[src/sedc_defines.svh]
`ifndef SEDC_DEFINES_SVH
`define SEDC_DEFINES_SVH

// register addresses
`define SEDC_ADDR_CTRL 7'h67
`define SEDC_ADDR_I0_LO 7'h68
`define SEDC_ADDR_I0_HI 7'h69
`define SEDC_ADDR_Q0_LO 7'h6a
`define SEDC_ADDR_Q0_HI 7'h6b
`define SEDC_ADDR_I1_LO 7'h6c
`define SEDC_ADDR_I1_HI 7'h6d
`define SEDC_ADDR_Q1_LO 7'h6e
`define SEDC_ADDR_Q1_HI 7'h6f
`define SEDC_ADDR_ERR_I_LO 7'h70
`define SEDC_ADDR_ERR_I_HI 7'h71
`define SEDC_ADDR_ERR_Q_LO 7'h72
`define SEDC_ADDR_ERR_Q_HI 7'h73

// control/status bit positions
`define SEDC_BIT_ENABLE 7
`define SEDC_BIT_SAMPLE_ERR 5
`define SEDC_BIT_AUTOCLR 3
`define SEDC_BIT_FAIL 1
`define SEDC_BIT_PASS 0

// reset values
`define SEDC_RST_I0_LO 8'h00
`define SEDC_RST_I0_HI 8'h7a
`define SEDC_RST_Q0_LO 8'h00
`define SEDC_RST_Q0_HI 8'hea
`define SEDC_RST_I1_LO 8'h16
`define SEDC_RST_I1_HI 8'h1a
`define SEDC_RST_Q1_LO 8'h00
`define SEDC_RST_Q1_HI 8'haa

// error-free data sets before autoclear
`define SEDC_CLEAN_RUN 8

`endif

[src/sedc_pkg.sv]
package sedc_pkg;

    typedef logic [15:0] sedc_word_t;

    typedef enum logic {
        SEDC_PH_FIRST = 1'b0,
        SEDC_PH_SECOND = 1'b1
    } sedc_phase_e;

    typedef struct packed {
        sedc_word_t i_word;
        sedc_word_t q_word;
    } sedc_beat_s;

    typedef struct packed {
        sedc_word_t i_ref;
        sedc_word_t q_ref;
    } sedc_refpair_s;

    typedef struct packed {
        logic valid;
        sedc_word_t mism_i;
        sedc_word_t mism_q;
    } sedc_result_s;

endpackage
[src/sedc_compare.sv]
`timescale 1ns/1ps
`include "sedc_defines.svh"

module sedc_compare
    import sedc_pkg::*;
(
    // clock and reset
    input wire logic mclk_in,
    input wire logic rst_b_in,
    // control
    input wire logic enable_in,
    // sample beat
    input wire logic beat_valid_in,
    input wire sedc_beat_s beat_in,
    // references for first and second beat
    input wire sedc_refpair_s ref_first_in,
    input wire sedc_refpair_s ref_second_in,
    // registered comparison result
    output sedc_result_s result_out
);

    sedc_phase_e phase_reg;
    sedc_result_s result_reg;
    sedc_refpair_s ref_sel;

    assign ref_sel = (phase_reg == SEDC_PH_FIRST) ? ref_first_in : ref_second_in;
    assign result_out = result_reg;

    // pattern alternates first/second pair, realigned on disable
    always_ff @(posedge mclk_in or negedge rst_b_in) begin
        if (!rst_b_in) begin
            phase_reg <= SEDC_PH_FIRST;
        end else if (!enable_in) begin
            phase_reg <= SEDC_PH_FIRST;
        end else if (beat_valid_in) begin
            phase_reg <= (phase_reg == SEDC_PH_FIRST) ? SEDC_PH_SECOND : SEDC_PH_FIRST;
        end
    end

    always_ff @(posedge mclk_in or negedge rst_b_in) begin
        if (!rst_b_in) begin
            result_reg <= '0;
        end else begin
            result_reg.valid <= enable_in && beat_valid_in;
            result_reg.mism_i <= beat_in.i_word ^ ref_sel.i_ref;
            result_reg.mism_q <= beat_in.q_word ^ ref_sel.q_ref;
        end
    end

endmodule

[config.mk]
export PLATFORM = sky130hd
export DESIGN_NAME = sedc_compare
export DESIGN_NICKNAME = d
export VERILOG_FILES = /design/src/sedc_pkg.sv /design/src/sedc_compare.sv
export VERILOG_INCLUDE_DIRS = /design/src /design/src/src
export SDC_FILE = /design/constraint.sdc
export NUM_CORES = 1
export LEC_CHECK = 0
export ABC_AREA = 1
export BUFFER_PORTS_ARGS = -buffer_cell sky130_fd_sc_hd__clkbuf_2
export CAP_MARGIN = 20
export CORE_MARGIN = 10
export CORE_UTILIZATION = 24
export DETAILED_ROUTE_END_ITERATION = 10
export SYNTH_ARGS = -nofsm -noshare
export SYNTH_HDL_FRONTEND = slang
export SYNTH_SLANG_ARGS = --single-unit
[constraint.sdc]
create_clock -name mclk_in -period 3.1 [get_ports mclk_in]
set_clock_uncertainty 0.1 [all_clocks]
set_input_delay 0.31 -clock mclk_in [delete_from_list [all_inputs] [get_ports mclk_in]]
set_output_delay 0.31 -clock mclk_in [all_outputs]
set_load 0.005 [all_outputs]
# Yosys cells after proc, flatten, opt, wreduce, memory -nomap -nowiden
# Index checks and enable logic that the tools add are counted.
# word_totals
elab_cells,12
latchBits,0
in_bits,100
mem_bits_rw,0
n_memories,0
rom_bits,0
output_inout_bits,33
regBits,34
# op_classes
eq_ne,1
order_cmp,0
addsub,0
bitwise_logic,2
shift,0
reduce_logical,1
muxes,4
n_div,0
n_mul,0
# op_table
op,n
32-bit 2-to-1 mux,1
16-bit bitwise XOR,2
1-bit 2-to-1 mux,3
"2-bit by 1-bit != test with 1-bit output, second input constant",1
1-bit logical AND,1

# Depth between registers and ports, before layout
# Gate-level depths: netlist (run 1).
# depth
ltp_word,3
depth_mapped,5
ltp_nobuf,4

# Least setup slack after synthesis (run 1)
# OpenSTA, ideal clock, no wires.
# synth_path
kind,reg-to-reg
from,reg phase_reg
to,"reg result_reg, in the netlist result_out[11]"
stages_incl_launch_ff,6
setup_time_ps,117
t_arrival_ps,832
n_path_buf,1
synth_period_minus_slack_ps,1049
required_ps,2883
slack_ps,2051
path_cell_list,dfrtp_1 -> inv_2 -> buf_2 -> nand2_1 -> nand3_1 -> nand2_1
# synth_between
elab_chain_len,2
# synth_lines
element,line,source
start: declaration,sedc_compare.sv:22,sedc_phase_e phase_reg;
start signal: assignment,sedc_compare.sv:36,phase_reg <= (phase_reg == SEDC_PH_FIRST) ? SEDC_PH_SECOND : SEDC_PH_FIRST;
32-bit 2-to-1 mux,sedc_compare.sv:26,assign ref_sel = (phase_reg == SEDC_PH_FIRST) ? ref_first_in : ref_second_in;
16-bit bitwise XOR,sedc_compare.sv:46,result_reg.mism_q <= beat_in.q_word ^ ref_sel.q_ref;
end: declaration,sedc_compare.sv:23,sedc_result_s result_reg;
# Every way passes these cells.
# A chain may end at the register's enable or synchronous reset.

# Worst setup path after layout (run 1)
# layout_path
from,reg phase_reg
to,"reg result_reg, in the netlist result_out[18]"
# layout_between
elab_chain_len,2
# layout_lines
element,line,source
32-bit 2-to-1 mux,sedc_compare.sv:26,
16-bit bitwise XOR,sedc_compare.sv:45,result_reg.mism_i <= beat_in.i_word ^ ref_sel.i_ref;
# Every way passes these cells.

==> metrics.log, run 1 <==
INFO  metric place_area = 0.00297 mm²
INFO  metric critical_path.slowest_cell = sky130_fd_sc_hd__inv_2
INFO  metric finalHoldViolCount = 0
INFO  metric cts_buffers = 5
INFO  metric first_pass_detailed_route_iteration_total = 4
INFO  metric synth_warnings = 0
INFO  metric route.detailed.drc = 0
INFO  metric worst_r2r_startpoint = phase_reg$_DFFE_PN0P_
INFO  metric post_synthesis_mean_instance_area = 6.02 µm²
INFO  metric share_clk_of_total_power = 0.297
INFO  metric critPathBufInv = 2
INFO  metric finalWorstPathRequiredPeriod = about 1.7 ns
INFO  metric crit_fanout = 41
INFO  metric synth_area = 0.00225 mm²
INFO  metric syn2layout_area_growth = 36.2%
INFO  metric layout.cell_area.non_filler = 0.00307 mm²
INFO  metric sequential_fraction_of_the_synthesis_area = 0.378
INFO  metric fillers = 1000
INFO  metric worst-setup-path-type = reg -> reg
INFO  metric cts_tree = yes
INFO  metric hold_path_class = in -> async
INFO  metric io_buffer_count = 132
INFO  metric p_comb_frac = 0.267
INFO  metric final-max-slew-violation-count = 0
INFO  metric minimum_setup_slack_among_reg_to_reg_paths = 1.40 ns
INFO  metric area_occupied_by_multi_input_gates = 940 µm²
INFO  metric rows = 35
INFO  metric maximum_number_of_pins_on_one_net_before_global_route_repair = 67
INFO  metric report.final.setup_viol = 0
INFO  metric worstSetupEndpointType = flop
INFO  metric antenna_found_initial = 0
INFO  metric cell_internal_pwr = slightly above 800 µW
INFO  metric syn-num-nets = 474
INFO  metric gp_congestion = around 0.77
INFO  metric power.share.sequential = 0.436
INFO  metric wire_length_of_the_first_global_routing_pass = 11.4 mm
INFO  metric antennaDiodeCount = 0
INFO  metric clk_pin_slew = 0.07 ns
INFO  metric post-route-period-util = 0.549
INFO  metric cts_sinks = 34
INFO  metric post_cts.repair.setup_buffers = 0
INFO  metric r2r_end = result_out[18]$_DFF_PN0_
INFO  metric outcome = finished clean
INFO  metric timing.critical_path.required = roughly 3.2 ns
INFO  metric max-slew-margin-rel = 0.365
INFO  metric nets = between 600 and 700
INFO  metric ff_latch_area = 852 µm²
INFO  metric tightest_slew = 0.953 ns
INFO  metric max_ffs_per_register = 33
INFO  metric wl_per_instance = 11.6 µm
INFO  metric dp_hpwl = 5.71 mm
INFO  metric clk_latency = 0.28 ns
INFO  metric net-switching-power = 357 µW
INFO  metric cp.arrival = 1.77 ns
INFO  metric worstPathCellList = inv_2, buf_4, nand2_1, nand3_1, nand2_1
INFO  metric coreArea = 0.00920 mm²
INFO  metric synthDistinctLibCells = 9
INFO  metric layout-drive-gt1-share = 0.284
INFO  metric post_cts.resized_instances = 0
INFO  metric worst_r2r_path_depth = 5
INFO  metric max_clock_freq = 587 MHz
INFO  metric die_width = about 120 µm
INFO  metric synth-seq-cells = 34
INFO  metric ctsRootBufferMaster = sky130_fd_sc_hd__clkbuf_8
INFO  metric leakagePower = between 2 and 2.5 nW
INFO  metric fin_tns_setup = 0 ns
INFO  metric drt_iter0_drc = 123
INFO  metric start_kind = flop
INFO  metric first_global_vias = about 2500
INFO  metric post_drt_via_cell_ratio = ~4.1
INFO  metric clk_path_buf_depth = 2
INFO  metric critPathMaxStageDelay = between 0.4 and 0.5 ns
INFO  metric count_of_hold_fix_buffers_inserted_at_cts = 0
INFO  metric worst_path_most_repeated_cell = sky130_fd_sc_hd__nand2_1
INFO  metric cts.htree.levels = 2
INFO  metric setup_repair_after_global_routing_missed_its_margin = false
INFO  metric cp_top_family = buffers and inverters
INFO  metric total_gr_overflow = 0
INFO  metric netSwitchingFraction = 0.306
INFO  metric grt_use_total = 0.103
INFO  metric die_height = 117 µm
INFO  metric fp.dieArea = between 0.01 and 0.015 mm²
INFO  metric routed_wirelength = roughly 7.1 mm
INFO  metric num_io_pins = 133
INFO  metric drv.max_cap_violation_count = 0
INFO  metric post_synthesis_cells = 374
INFO  metric worst_ir_drop_vdd = 132 µV
INFO  metric start_util = 0.245
INFO  metric drt_antenna_net_count = 0
INFO  metric num_vias = ~2500
INFO  metric power_per_cell_area = between 300 and 400 mW/mm²
-- power groups by stage --
| stage | Sequential (mW) | Clock [mW] | Combinational [mW] |
|---|---|---|---|
| after floorplan | 0.520 | 0 | 0.155 |
| after global placement | 0.515 | 0 | 0.308 |
| after detailed placement | 0.516 | 0 | 0.319 |
| after CTS | 0.507 | 0.375 | 0.320 |
| after global routing | 0.511 | 0.388 | 0.364 |
| final | 0.507 | 0.346 | 0.311 |
-- synth_stat cells --
master,number,area [µm²]
sky130_fd_sc_hd__nor2_1,2,7.51
sky130_fd_sc_hd__nand3_1,64,320
sky130_fd_sc_hd__buf_4,1,7.51
sky130_fd_sc_hd__inv_1,97,364
sky130_fd_sc_hd__buf_6,4,45.0
sky130_fd_sc_hd__dfrtp_1,34,851
sky130_fd_sc_hd__inv_2,1,3.75
sky130_fd_sc_hd__buf_2,8,40.0
sky130_fd_sc_hd__nand2_1,163,612
-- kinds of logic (layout without fill, tap and decap cells) --
kind of cell / count (synthesis) / after routing / synth area share
buffers and inverters: 111 / 240 / 0.205
DFF: 34 / 34 / 0.378
and+or+nand+nor: 229 / 229 / 0.417
-- area by class of cell --
cell class / count / area share
Multi-Input combinational cell: 229 / 0.307
Sequential cell: 34 / 0.278
Timing Repair Buffer: 134 / 0.220
Inverter: 98 / 0.120
Tap cell: 111 / 0.0453
Clock buffer: 7 / 0.0282
Clock inverter: 1 / 0.00163
-- worst max-delay path by stage --
| stage | startpoint | end | cells after the start |
|---|---|---|---|
| 3_3_place_gp | phase_reg$_DFFE_PN0P_ | result_out[27]$_DFF_PN0_ | 5 |
| 5_1_grt | phase_reg$_DFFE_PN0P_ | result_out[17]$_DFF_PN0_ | 5 |
| 6_report | phase_reg$_DFFE_PN0P_ | result_out[18]$_DFF_PN0_ | 5 |
| 2_1_floorplan | phase_reg$_DFFE_PN0P_ | result_out[11]$_DFF_PN0_ | 5 |
| 4_1_cts | phase_reg$_DFFE_PN0P_ | result_out[18]$_DFF_PN0_ | 5 |
| 3_5_place_dp | phase_reg$_DFFE_PN0P_ | result_out[18]$_DFF_PN0_ | 5 |
-- cell usage in the layout (no fill, tap or decap) --
master,netlist,final
sky130_fd_sc_hd__buf_4,1,2
sky130_fd_sc_hd__clkbuf_1,0,1
sky130_fd_sc_hd__clkbuf_2,0,132
sky130_fd_sc_hd__clkbuf_8,0,6
sky130_fd_sc_hd__clkinv_2,0,1
sky130_fd_sc_hd__dfrtp_1,34,33
sky130_fd_sc_hd__dfrtp_2,0,1
sky130_fd_sc_hd__inv_1,97,97
sky130_fd_sc_hd__inv_2,1,1
sky130_fd_sc_hd__nand2_1,163,163
sky130_fd_sc_hd__nand3_1,64,64
sky130_fd_sc_hd__nor2_1,2,2
-- metrics by stage --
step,setup slack (ns),hold slack (ns),util,power [mW],instances
2_1_floorplan,2.05,-0.0856,-,0.674,374
3_3_place_gp,1.43,0.418,0.323,0.823,606
3_5_place_dp,1.36,0.415,0.323,0.835,606
4_1_cts,1.35,0.0921,0.333,1.20,614
5_1_grt,1.21,0.134,0.333,1.26,614
6_report,1.40,0.0698,0.333,1.16,614
-- routing by layer --
| layer | track usage | vias up | wire length (µm) |
|---|---|---|---|
| met3 | 0.0469 | 4 | 688 |
| met5 | 0 | - | 0 |
| met2 | 0.181 | 77 | 3580 |
| met1 | 0.108 | 1134 | 2810 |
| li1 | - | 1331 | - |
| met4 | 0.0255 | 0 | 51 |
(Power assumes the default switching activity.)
==> run 2, diff against run 1 <==
--- a/config.mk
+++ b/config.mk
@@ -6,7 +6,7 @@
 export SDC_FILE = /design/constraint.sdc
 export NUM_CORES = 1
 export LEC_CHECK = 0
-export ABC_AREA = 1
+export ABC_AREA = 0
 export BUFFER_PORTS_ARGS = -buffer_cell sky130_fd_sc_hd__clkbuf_2
 export CAP_MARGIN = 20
 export CORE_MARGIN = 10
==> constraint.sdc (replaced) <==
create_clock -name mclk_in -period 1.56 [get_ports mclk_in]
set_clock_uncertainty 0.1 [all_clocks]
set_input_delay 0.156 -clock mclk_in [delete_from_list [all_inputs] [get_ports mclk_in]]
set_output_delay 0.156 -clock mclk_in [all_outputs]
set_load 0.005 [all_outputs]
==> metrics.log, run 2 <==
INFO  metric max-slew-margin-rel = 0.732
INFO  metric post_synthesis_cells = 105
INFO  metric dp_hpwl = 4.05 mm
INFO  metric cts_buffers = 5
INFO  metric coreArea = 0.00628 mm²
INFO  metric leakagePower = 1.35 nW
INFO  metric synth_compound_gate_area_share = 0
INFO  metric power.share.sequential = 0.455
INFO  metric critical_path.slowest_cell = sky130_fd_sc_hd__dfrtp_2
INFO  metric yosys_most_used_dff = sky130_fd_sc_hd__dfrtp_1
INFO  metric post_cts.repair.setup_buffers = 0
INFO  metric fin_tns_setup = 0 ns
INFO  metric share_clk_of_total_power = 0.268
INFO  metric crit_fanout = 33
INFO  metric cts_tree = yes
INFO  metric worst_ir_drop_vdd = 340 µV
INFO  metric drv.max_cap_violation_count = 0
INFO  metric worstSetupEndpointType = flop
INFO  metric max_ffs_per_register = 33
INFO  metric worstPathCellList = buf_12, mux2i_1, xnor2_1
INFO  metric sequential_fraction_of_the_synthesis_area = 0.556
INFO  metric min_delay_worst_endpoint = result_out[32]$_DFF_PN0_
INFO  metric clk_path_buf_depth = 2
INFO  metric antenna_found_initial = 0
INFO  metric num_io_pins = around 130
INFO  metric finalHoldViolCount = 0
INFO  metric drt_antenna_net_count = 0
INFO  metric critPathMaxStageDelay = 0.37 ns
INFO  metric start_util = 0.244
INFO  metric net-switching-power = a little over 600 µW
INFO  metric setup_slack = roughly 0.34 ns
INFO  metric syn-num-nets = 205
INFO  metric drt_iter0_drc = 8
INFO  metric post-route-period-util = 0.784
INFO  metric gp_congestion = 0.662
INFO  metric synth_async_sr_flop_share = 1.00
INFO  metric first_global_vias = around 1600
INFO  metric io_buffer_count = 132
INFO  metric syn2layout_area_growth = 76.2%
INFO  metric synth_area = 0.00153 mm²
INFO  metric minimum_setup_slack_among_reg_to_reg_paths = between 0.3 and 0.4 ns
INFO  metric library_cell_with_the_highest_instance_count_after_synthesis = sky130_fd_sc_hd__dfrtp_1
INFO  metric commonest_cells_in_the_netlist = sky130_fd_sc_hd__dfrtp_1 (34), sky130_fd_sc_hd__mux2i_1 (32), sky130_fd_sc_hd__xnor2_1 (32), sky130_fd_sc_hd__buf_8 (3), sky130_fd_sc_hd__and2_1 (2)
INFO  metric yosysTopAreaCellShare = 0.556
INFO  metric worst_r2r_startpoint = phase_reg$_DFFE_PN0P_
INFO  metric grt_util_met2 = 0.185
INFO  metric fp.dieArea = around 0.01 mm²
INFO  metric routed_wirelength = around 5.1 mm
INFO  metric total_gr_overflow = 0
INFO  metric detailedPlace.worstSlack = 0.336 ns
INFO  metric finalWorstPathRequiredPeriod = 1.22 ns
INFO  metric outcome = finished clean
INFO  metric final_cell_mix = sky130_fd_sc_hd__clkbuf_2 (132), sky130_fd_sc_hd__dlygate4sd3_1 (34), sky130_fd_sc_hd__dfrtp_1 (33)
INFO  metric hold_path_class = in -> reg
INFO  metric synth_top_cell_by_area = sky130_fd_sc_hd__dfrtp_1
INFO  metric worst_r2r_path_depth = 3
INFO  metric post_synthesis_mean_instance_area = 14.6 µm²
INFO  metric antennaDiodeCount = 0
INFO  metric synth_area_leaders = sky130_fd_sc_hd__dfrtp_1 (56%), sky130_fd_sc_hd__mux2i_1 (21%), sky130_fd_sc_hd__xnor2_1 (18%)
INFO  metric num_vias = approximately 1400
INFO  metric wl_per_instance = 14.5 µm
INFO  metric timing.critical_path.required = 1.66 ns
INFO  metric hold_path_stages = 2
INFO  metric maximum_number_of_pins_on_one_net_before_global_route_repair = 34
INFO  metric mostFrequentLayoutCell = sky130_fd_sc_hd__clkbuf_2
INFO  metric first_pass_detailed_route_iteration_total = 4
INFO  metric synth_warnings = 0
INFO  metric yosys.area_share.simple = 0.00818
INFO  metric rows = 29
INFO  metric synth_fa_ha_area_frac = 0
INFO  metric cts.htree.levels = 2
INFO  metric clk_pin_slew = 0.07 ns
INFO  metric netSwitchingFraction = 0.262
INFO  metric setup_repair_after_global_routing_missed_its_margin = false
INFO  metric tightest_slew = 0.402 ns
INFO  metric post_cts.resized_instances = 0
INFO  metric worst_hold_startpoint = beat_valid_in
INFO  metric grt.met1_usage = 0.0952
INFO  metric die_width = 99.8 µm
INFO  metric main_combinational_cell_family_by_area_after_synthesis = multiplexers
INFO  metric final_power = 2.30 mW
INFO  metric top_usage_layer = met2
INFO  metric synth-edff-count = 0
INFO  metric final-max-slew-violation-count = 0
INFO  metric nets = 376
INFO  metric layout-drive-gt1-share = 0.513
INFO  metric post_synth_mux_area_share = 0.209
INFO  metric synthDistinctLibCells = 7
INFO  metric ctsRootBufferMaster = sky130_fd_sc_hd__clkbuf_8
INFO  metric clk_latency = 0.28 ns
INFO  metric worst-setup-path-type = reg -> reg
INFO  metric p_comb_frac = 0.278
INFO  metric power_per_cell_area = between 800 and 900 mW/mm²
INFO  metric start_kind = flop
INFO  metric grt_use_total = 0.0987
INFO  metric synth-seq-cells = 34
INFO  metric report.final.setup_viol = 0
INFO  metric die_height = roughly 100 µm
INFO  metric groute.layer.met3.usage = 0.0337
INFO  metric cts_sinks = 34
INFO  metric wire_length_of_the_first_global_routing_pass = 7.89 mm
INFO  metric cp.arrival = between 1 and 1.5 ns
INFO  metric holdWs = 0.0200 ns
INFO  metric max_clock_freq = around 800 MHz
INFO  metric r2r_end = result_out[12]$_DFF_PN0_
INFO  metric synth_xor_area_frac = 0.189
INFO  metric fillers = 599
INFO  metric post_drt_via_cell_ratio = 3.97
INFO  metric route.detailed.drc = 0
INFO  metric cell_internal_pwr = about 1.7 mW
## run 2: worst max-delay path by stage
stage | startpoint | endpoint | depth (start not counted)
floorplan | phase_reg$_DFFE_PN0P_ | phase_reg$_DFFE_PN0P_ | 4
global route | phase_reg$_DFFE_PN0P_ | result_out[20]$_DFF_PN0_ | 3
finish | phase_reg$_DFFE_PN0P_ | result_out[12]$_DFF_PN0_ | 3
detailed placement | phase_reg$_DFFE_PN0P_ | result_out[16]$_DFF_PN0_ | 3
CTS | phase_reg$_DFFE_PN0P_ | result_out[16]$_DFF_PN0_ | 3
global placement | phase_reg$_DFFE_PN0P_ | result_out[19]$_DFF_PN0_ | 3
## run 2: repair_timing
action,4_1_cts,5_1_grt
hold endpoints to repair,48,0
hold buffers,34,0
endpoints found under the setup margin,0,0
## run 2: critical path, delay by kind of cell, from the launching register on
family                    cells  cell delay [ns]
DFF                           1             0.37
xor gates and xnor gates      1             0.14
buffers and inverters         1             0.25
muxes                         1             0.26
## run 2: final cells by class
cell class                 count  area [µm²]  area share
clock buffer                   6        72.6      0.0269
sequential                    34         852       0.316
tap                           77        96.3      0.0358
clock inverter                 2        10.0     0.00372
timing repair buffer         168        1040       0.386
multi-input combinational     67         622       0.231
## run 2: cell families (layout without fill, tap and decap cells)
kind of cell,after synthesis,after routing
DFF,34,34
xor gates and xnor gates,33,33
muxes,32,32
buffers and inverters,4,176
and+or+nand+nor,2,2
## run 2: through the flow
stage                     instance area (µm²)  utilization  instances
after floorplan                          1530            -        105
after global placement                   2270        0.362        312
after detailed placement                 2270        0.362        312
after CTS                                2690        0.429        354
after global routing                     2690        0.429        354
final                                    2690        0.429        354
## run 2: layer usage
metal,share of wire,up-vias
met5,0,-
met4,0.016,0
met3,0.086,7
met2,0.56,65
met1,0.34,644
li1,-,689
## run 2: power by group through the flow
stage	registers [mW]	logic [mW]	clock network (mW)
after floorplan	1.08	0.256	0
after global placement	1.06	0.582	0
after detailed placement	1.06	0.587	0
after CTS	1.05	0.655	0.660
after global routing	1.06	0.701	0.710
final	1.05	0.639	0.617
==> run 3, diff against run 2 <==
==> constraint.sdc (replaced) <==
create_clock -name mclk_in -period 1.25 [get_ports mclk_in]
set_clock_uncertainty 0.1 [all_clocks]
set_input_delay 0.125 -clock mclk_in [delete_from_list [all_inputs] [get_ports mclk_in]]
set_output_delay 0.125 -clock mclk_in [all_outputs]
set_load 0.005 [all_outputs]
==> metrics.log, run 3 (synthesis results as in run 2) <==
INFO  metric start_kind = flop
INFO  metric routed_wirelength = roughly 5.3 mm
INFO  metric report.final.setup_viol = 0
INFO  metric gp_congestion = 0.701
INFO  metric post_drt_via_cell_ratio = between 4 and 5
INFO  metric detailedPlace.worstSlack = 0.0527 ns
INFO  metric worst_ir_drop_vdd = between 500 and 600 µV
INFO  metric layout-drive-gt1-share = 0.520
INFO  metric post_cts.repair.setup_buffers = 0
INFO  metric drt_iter0_drc = 17
INFO  metric drv.max_cap_violation_count = 0
INFO  metric worst-setup-path-type = reg -> reg
INFO  metric power.share.sequential = 0.447
INFO  metric fp.dieArea = 0.00996 mm²
INFO  metric cts.htree.levels = 2
INFO  metric antenna_found_initial = 0
INFO  metric total_gr_overflow = 0
INFO  metric max_ffs_per_register = 33
INFO  metric hold_path_class = in -> reg
INFO  metric first_global_vias = 1745
INFO  metric grt_use_total = 0.105
INFO  metric cp.arrival = 1.32 ns
INFO  metric syn2layout_area_growth = 77.8%
INFO  metric nets = 378
INFO  metric fillers = around 590
INFO  metric die_height = 99.8 µm
INFO  metric min_delay_worst_endpoint = result_out[3]$_DFF_PN0_
INFO  metric outcome = finished clean
INFO  metric start_util = 0.244
INFO  metric critPathMaxStageDelay = 0.41 ns
INFO  metric cell_internal_pwr = between 2 and 2.5 mW
INFO  metric timing.critical_path.required = 1.34 ns
INFO  metric layout.cell_area.non_filler = 0.00272 mm²
INFO  metric drt_antenna_net_count = 0
INFO  metric clk_path_buf_depth = 2
INFO  metric setup_repair_after_global_routing_missed_its_margin = true
INFO  metric cts_buffers = 5
INFO  metric route.detailed.drc = 0
INFO  metric rows = 29
INFO  metric hold_path_stages = 3
INFO  metric coreArea = 0.00628 mm²
INFO  metric ctsRootBufferMaster = sky130_fd_sc_hd__clkbuf_8
INFO  metric place_area = 0.00228 mm²
INFO  metric wire_length_of_the_first_global_routing_pass = 8.42 mm
INFO  metric first_pass_detailed_route_iteration_total = 4
INFO  metric cts_tree = yes
INFO  metric share_clk_of_total_power = 0.272
INFO  metric antennaDiodeCount = 0
INFO  metric power_per_cell_area = 1070 mW/mm²
INFO  metric die_width = ~100 µm
INFO  metric minimum_setup_slack_among_reg_to_reg_paths = 0.02 ns
INFO  metric crit_fanout = 20
INFO  metric max-slew-margin-rel = 0.703
INFO  metric num_io_pins = 133
INFO  metric net-switching-power = 788 µW
INFO  metric dp_hpwl = between 4 and 5 mm
INFO  metric maximum_number_of_pins_on_one_net_before_global_route_repair = 35
INFO  metric clk_pin_slew = 0.08 ns
INFO  metric post-route-period-util = 0.982
INFO  metric worstPathCellList = buf_12, mux2i_1, xnor2_1
INFO  metric final_cell_mix = sky130_fd_sc_hd__clkbuf_2 (132), sky130_fd_sc_hd__dlygate4sd3_1 (35), sky130_fd_sc_hd__dfrtp_1 (33)
INFO  metric num_vias = 1444
INFO  metric io_buffer_count = 132
INFO  metric finalHoldViolCount = 0
INFO  metric netSwitchingFraction = 0.270
INFO  metric finalWorstPathRequiredPeriod = roughly 1.2 ns
INFO  metric mostFrequentLayoutCell = sky130_fd_sc_hd__clkbuf_2
INFO  metric fin_tns_setup = 0 ns
INFO  metric max_clock_freq = just over 800 MHz
INFO  metric worst_r2r_startpoint = phase_reg$_DFFE_PN0P_
INFO  metric cts_sinks = 34
INFO  metric final-max-slew-violation-count = 0
INFO  metric r2r_end = result_out[12]$_DFF_PN0_
INFO  metric setup_slack = 0.0224 ns
INFO  metric tightest_slew = approximately 0.45 ns
INFO  metric worst_r2r_path_depth = 3
INFO  metric worstSetupEndpointType = flop
INFO  metric worst_hold_startpoint = ref_first_in[3]
INFO  metric p_comb_frac = 0.281
INFO  metric leakagePower = 1.36 nW
INFO  metric clk_latency = 0.28 ns
INFO  metric wl_per_instance = 14.9 µm
INFO  metric critical_path.slowest_cell = sky130_fd_sc_hd__dfrtp_2
[run 3: changes by cell type in the layout (fill, tap and decap cells not counted)]
cell                            previous run  this run
sky130_fd_sc_hd__buf_4                     0         1
sky130_fd_sc_hd__mux2i_1                  32        30
sky130_fd_sc_hd__dlygate4sd3_1            34        35
sky130_fd_sc_hd__mux2i_2                   0         2
[run 3: final cells by class]
| type | count | area (µm²) | share of cell area |
|---|---|---|---|
| Clock inverter | 2 | 10.0 | 0.00368 |
| Tap cell | 77 | 96.3 | 0.0354 |
| Clock buffer | 6 | 72.6 | 0.0267 |
| Sequential cell | 34 | 852 | 0.313 |
| Timing Repair Buffer | 170 | 1060 | 0.389 |
| Multi-Input combinational cell | 67 | 629 | 0.231 |
[run 3: what timing repair did]
action,4_1_cts,5_1_grt
hold endpoints to repair,68,0
endpoints found under the setup margin,0,3
hold buffers,35,0
gates resized for setup,0,2
[run 3: layer usage]
metal	share of wire	wire, µm	global-route usage
met1	0.33	1740	0.0991
met2	0.57	3010	0.202
met3	0.092	487	0.0398
met4	0.014	72	0.0331
met5	0	0	0
[run 3: through the flow]
step	hold WS, ns	std cells	power [mW]	util
after global routing	0.0305	356	3.11	0.433
after CTS	0.0277	356	2.96	0.432
after global placement	0.0932	313	2.06	0.363
final	0.0315	356	2.92	0.433
after detailed placement	0.0931	313	2.07	0.363
after floorplan	-0.271	105	1.67	-
[run 3: critical path, delay by kind of cell, from the launching register on]
family                    cells  cell delay [ns]
xor gates and xnor gates      1             0.16
buffers and inverters         1             0.20
DFF                           1             0.41
muxes                         1             0.25
[run 3: worst max path at each step]
stage	depth (start not counted)	endpoint	startpoint
after floorplan	4	phase_reg$_DFFE_PN0P_	phase_reg$_DFFE_PN0P_
after global placement	3	result_out[11]$_DFF_PN0_	phase_reg$_DFFE_PN0P_
after detailed placement	3	result_out[12]$_DFF_PN0_	phase_reg$_DFFE_PN0P_
after CTS	3	result_out[12]$_DFF_PN0_	phase_reg$_DFFE_PN0P_
after global routing	3	result_out[0]$_DFF_PN0_	phase_reg$_DFFE_PN0P_
final	3	result_out[12]$_DFF_PN0_	phase_reg$_DFFE_PN0P_
[run 3: power by group through the flow]
stage / clock [mW] / sequential (mW) / combinational [mW]
3_5_place_dp: 0 / 1.33 / 0.744
2_1_floorplan: 0 / 1.35 / 0.319
6_report: 0.795 / 1.31 / 0.820
3_3_place_gp: 0 / 1.32 / 0.733
4_1_cts: 0.820 / 1.31 / 0.832
5_1_grt: 0.882 / 1.33 / 0.899
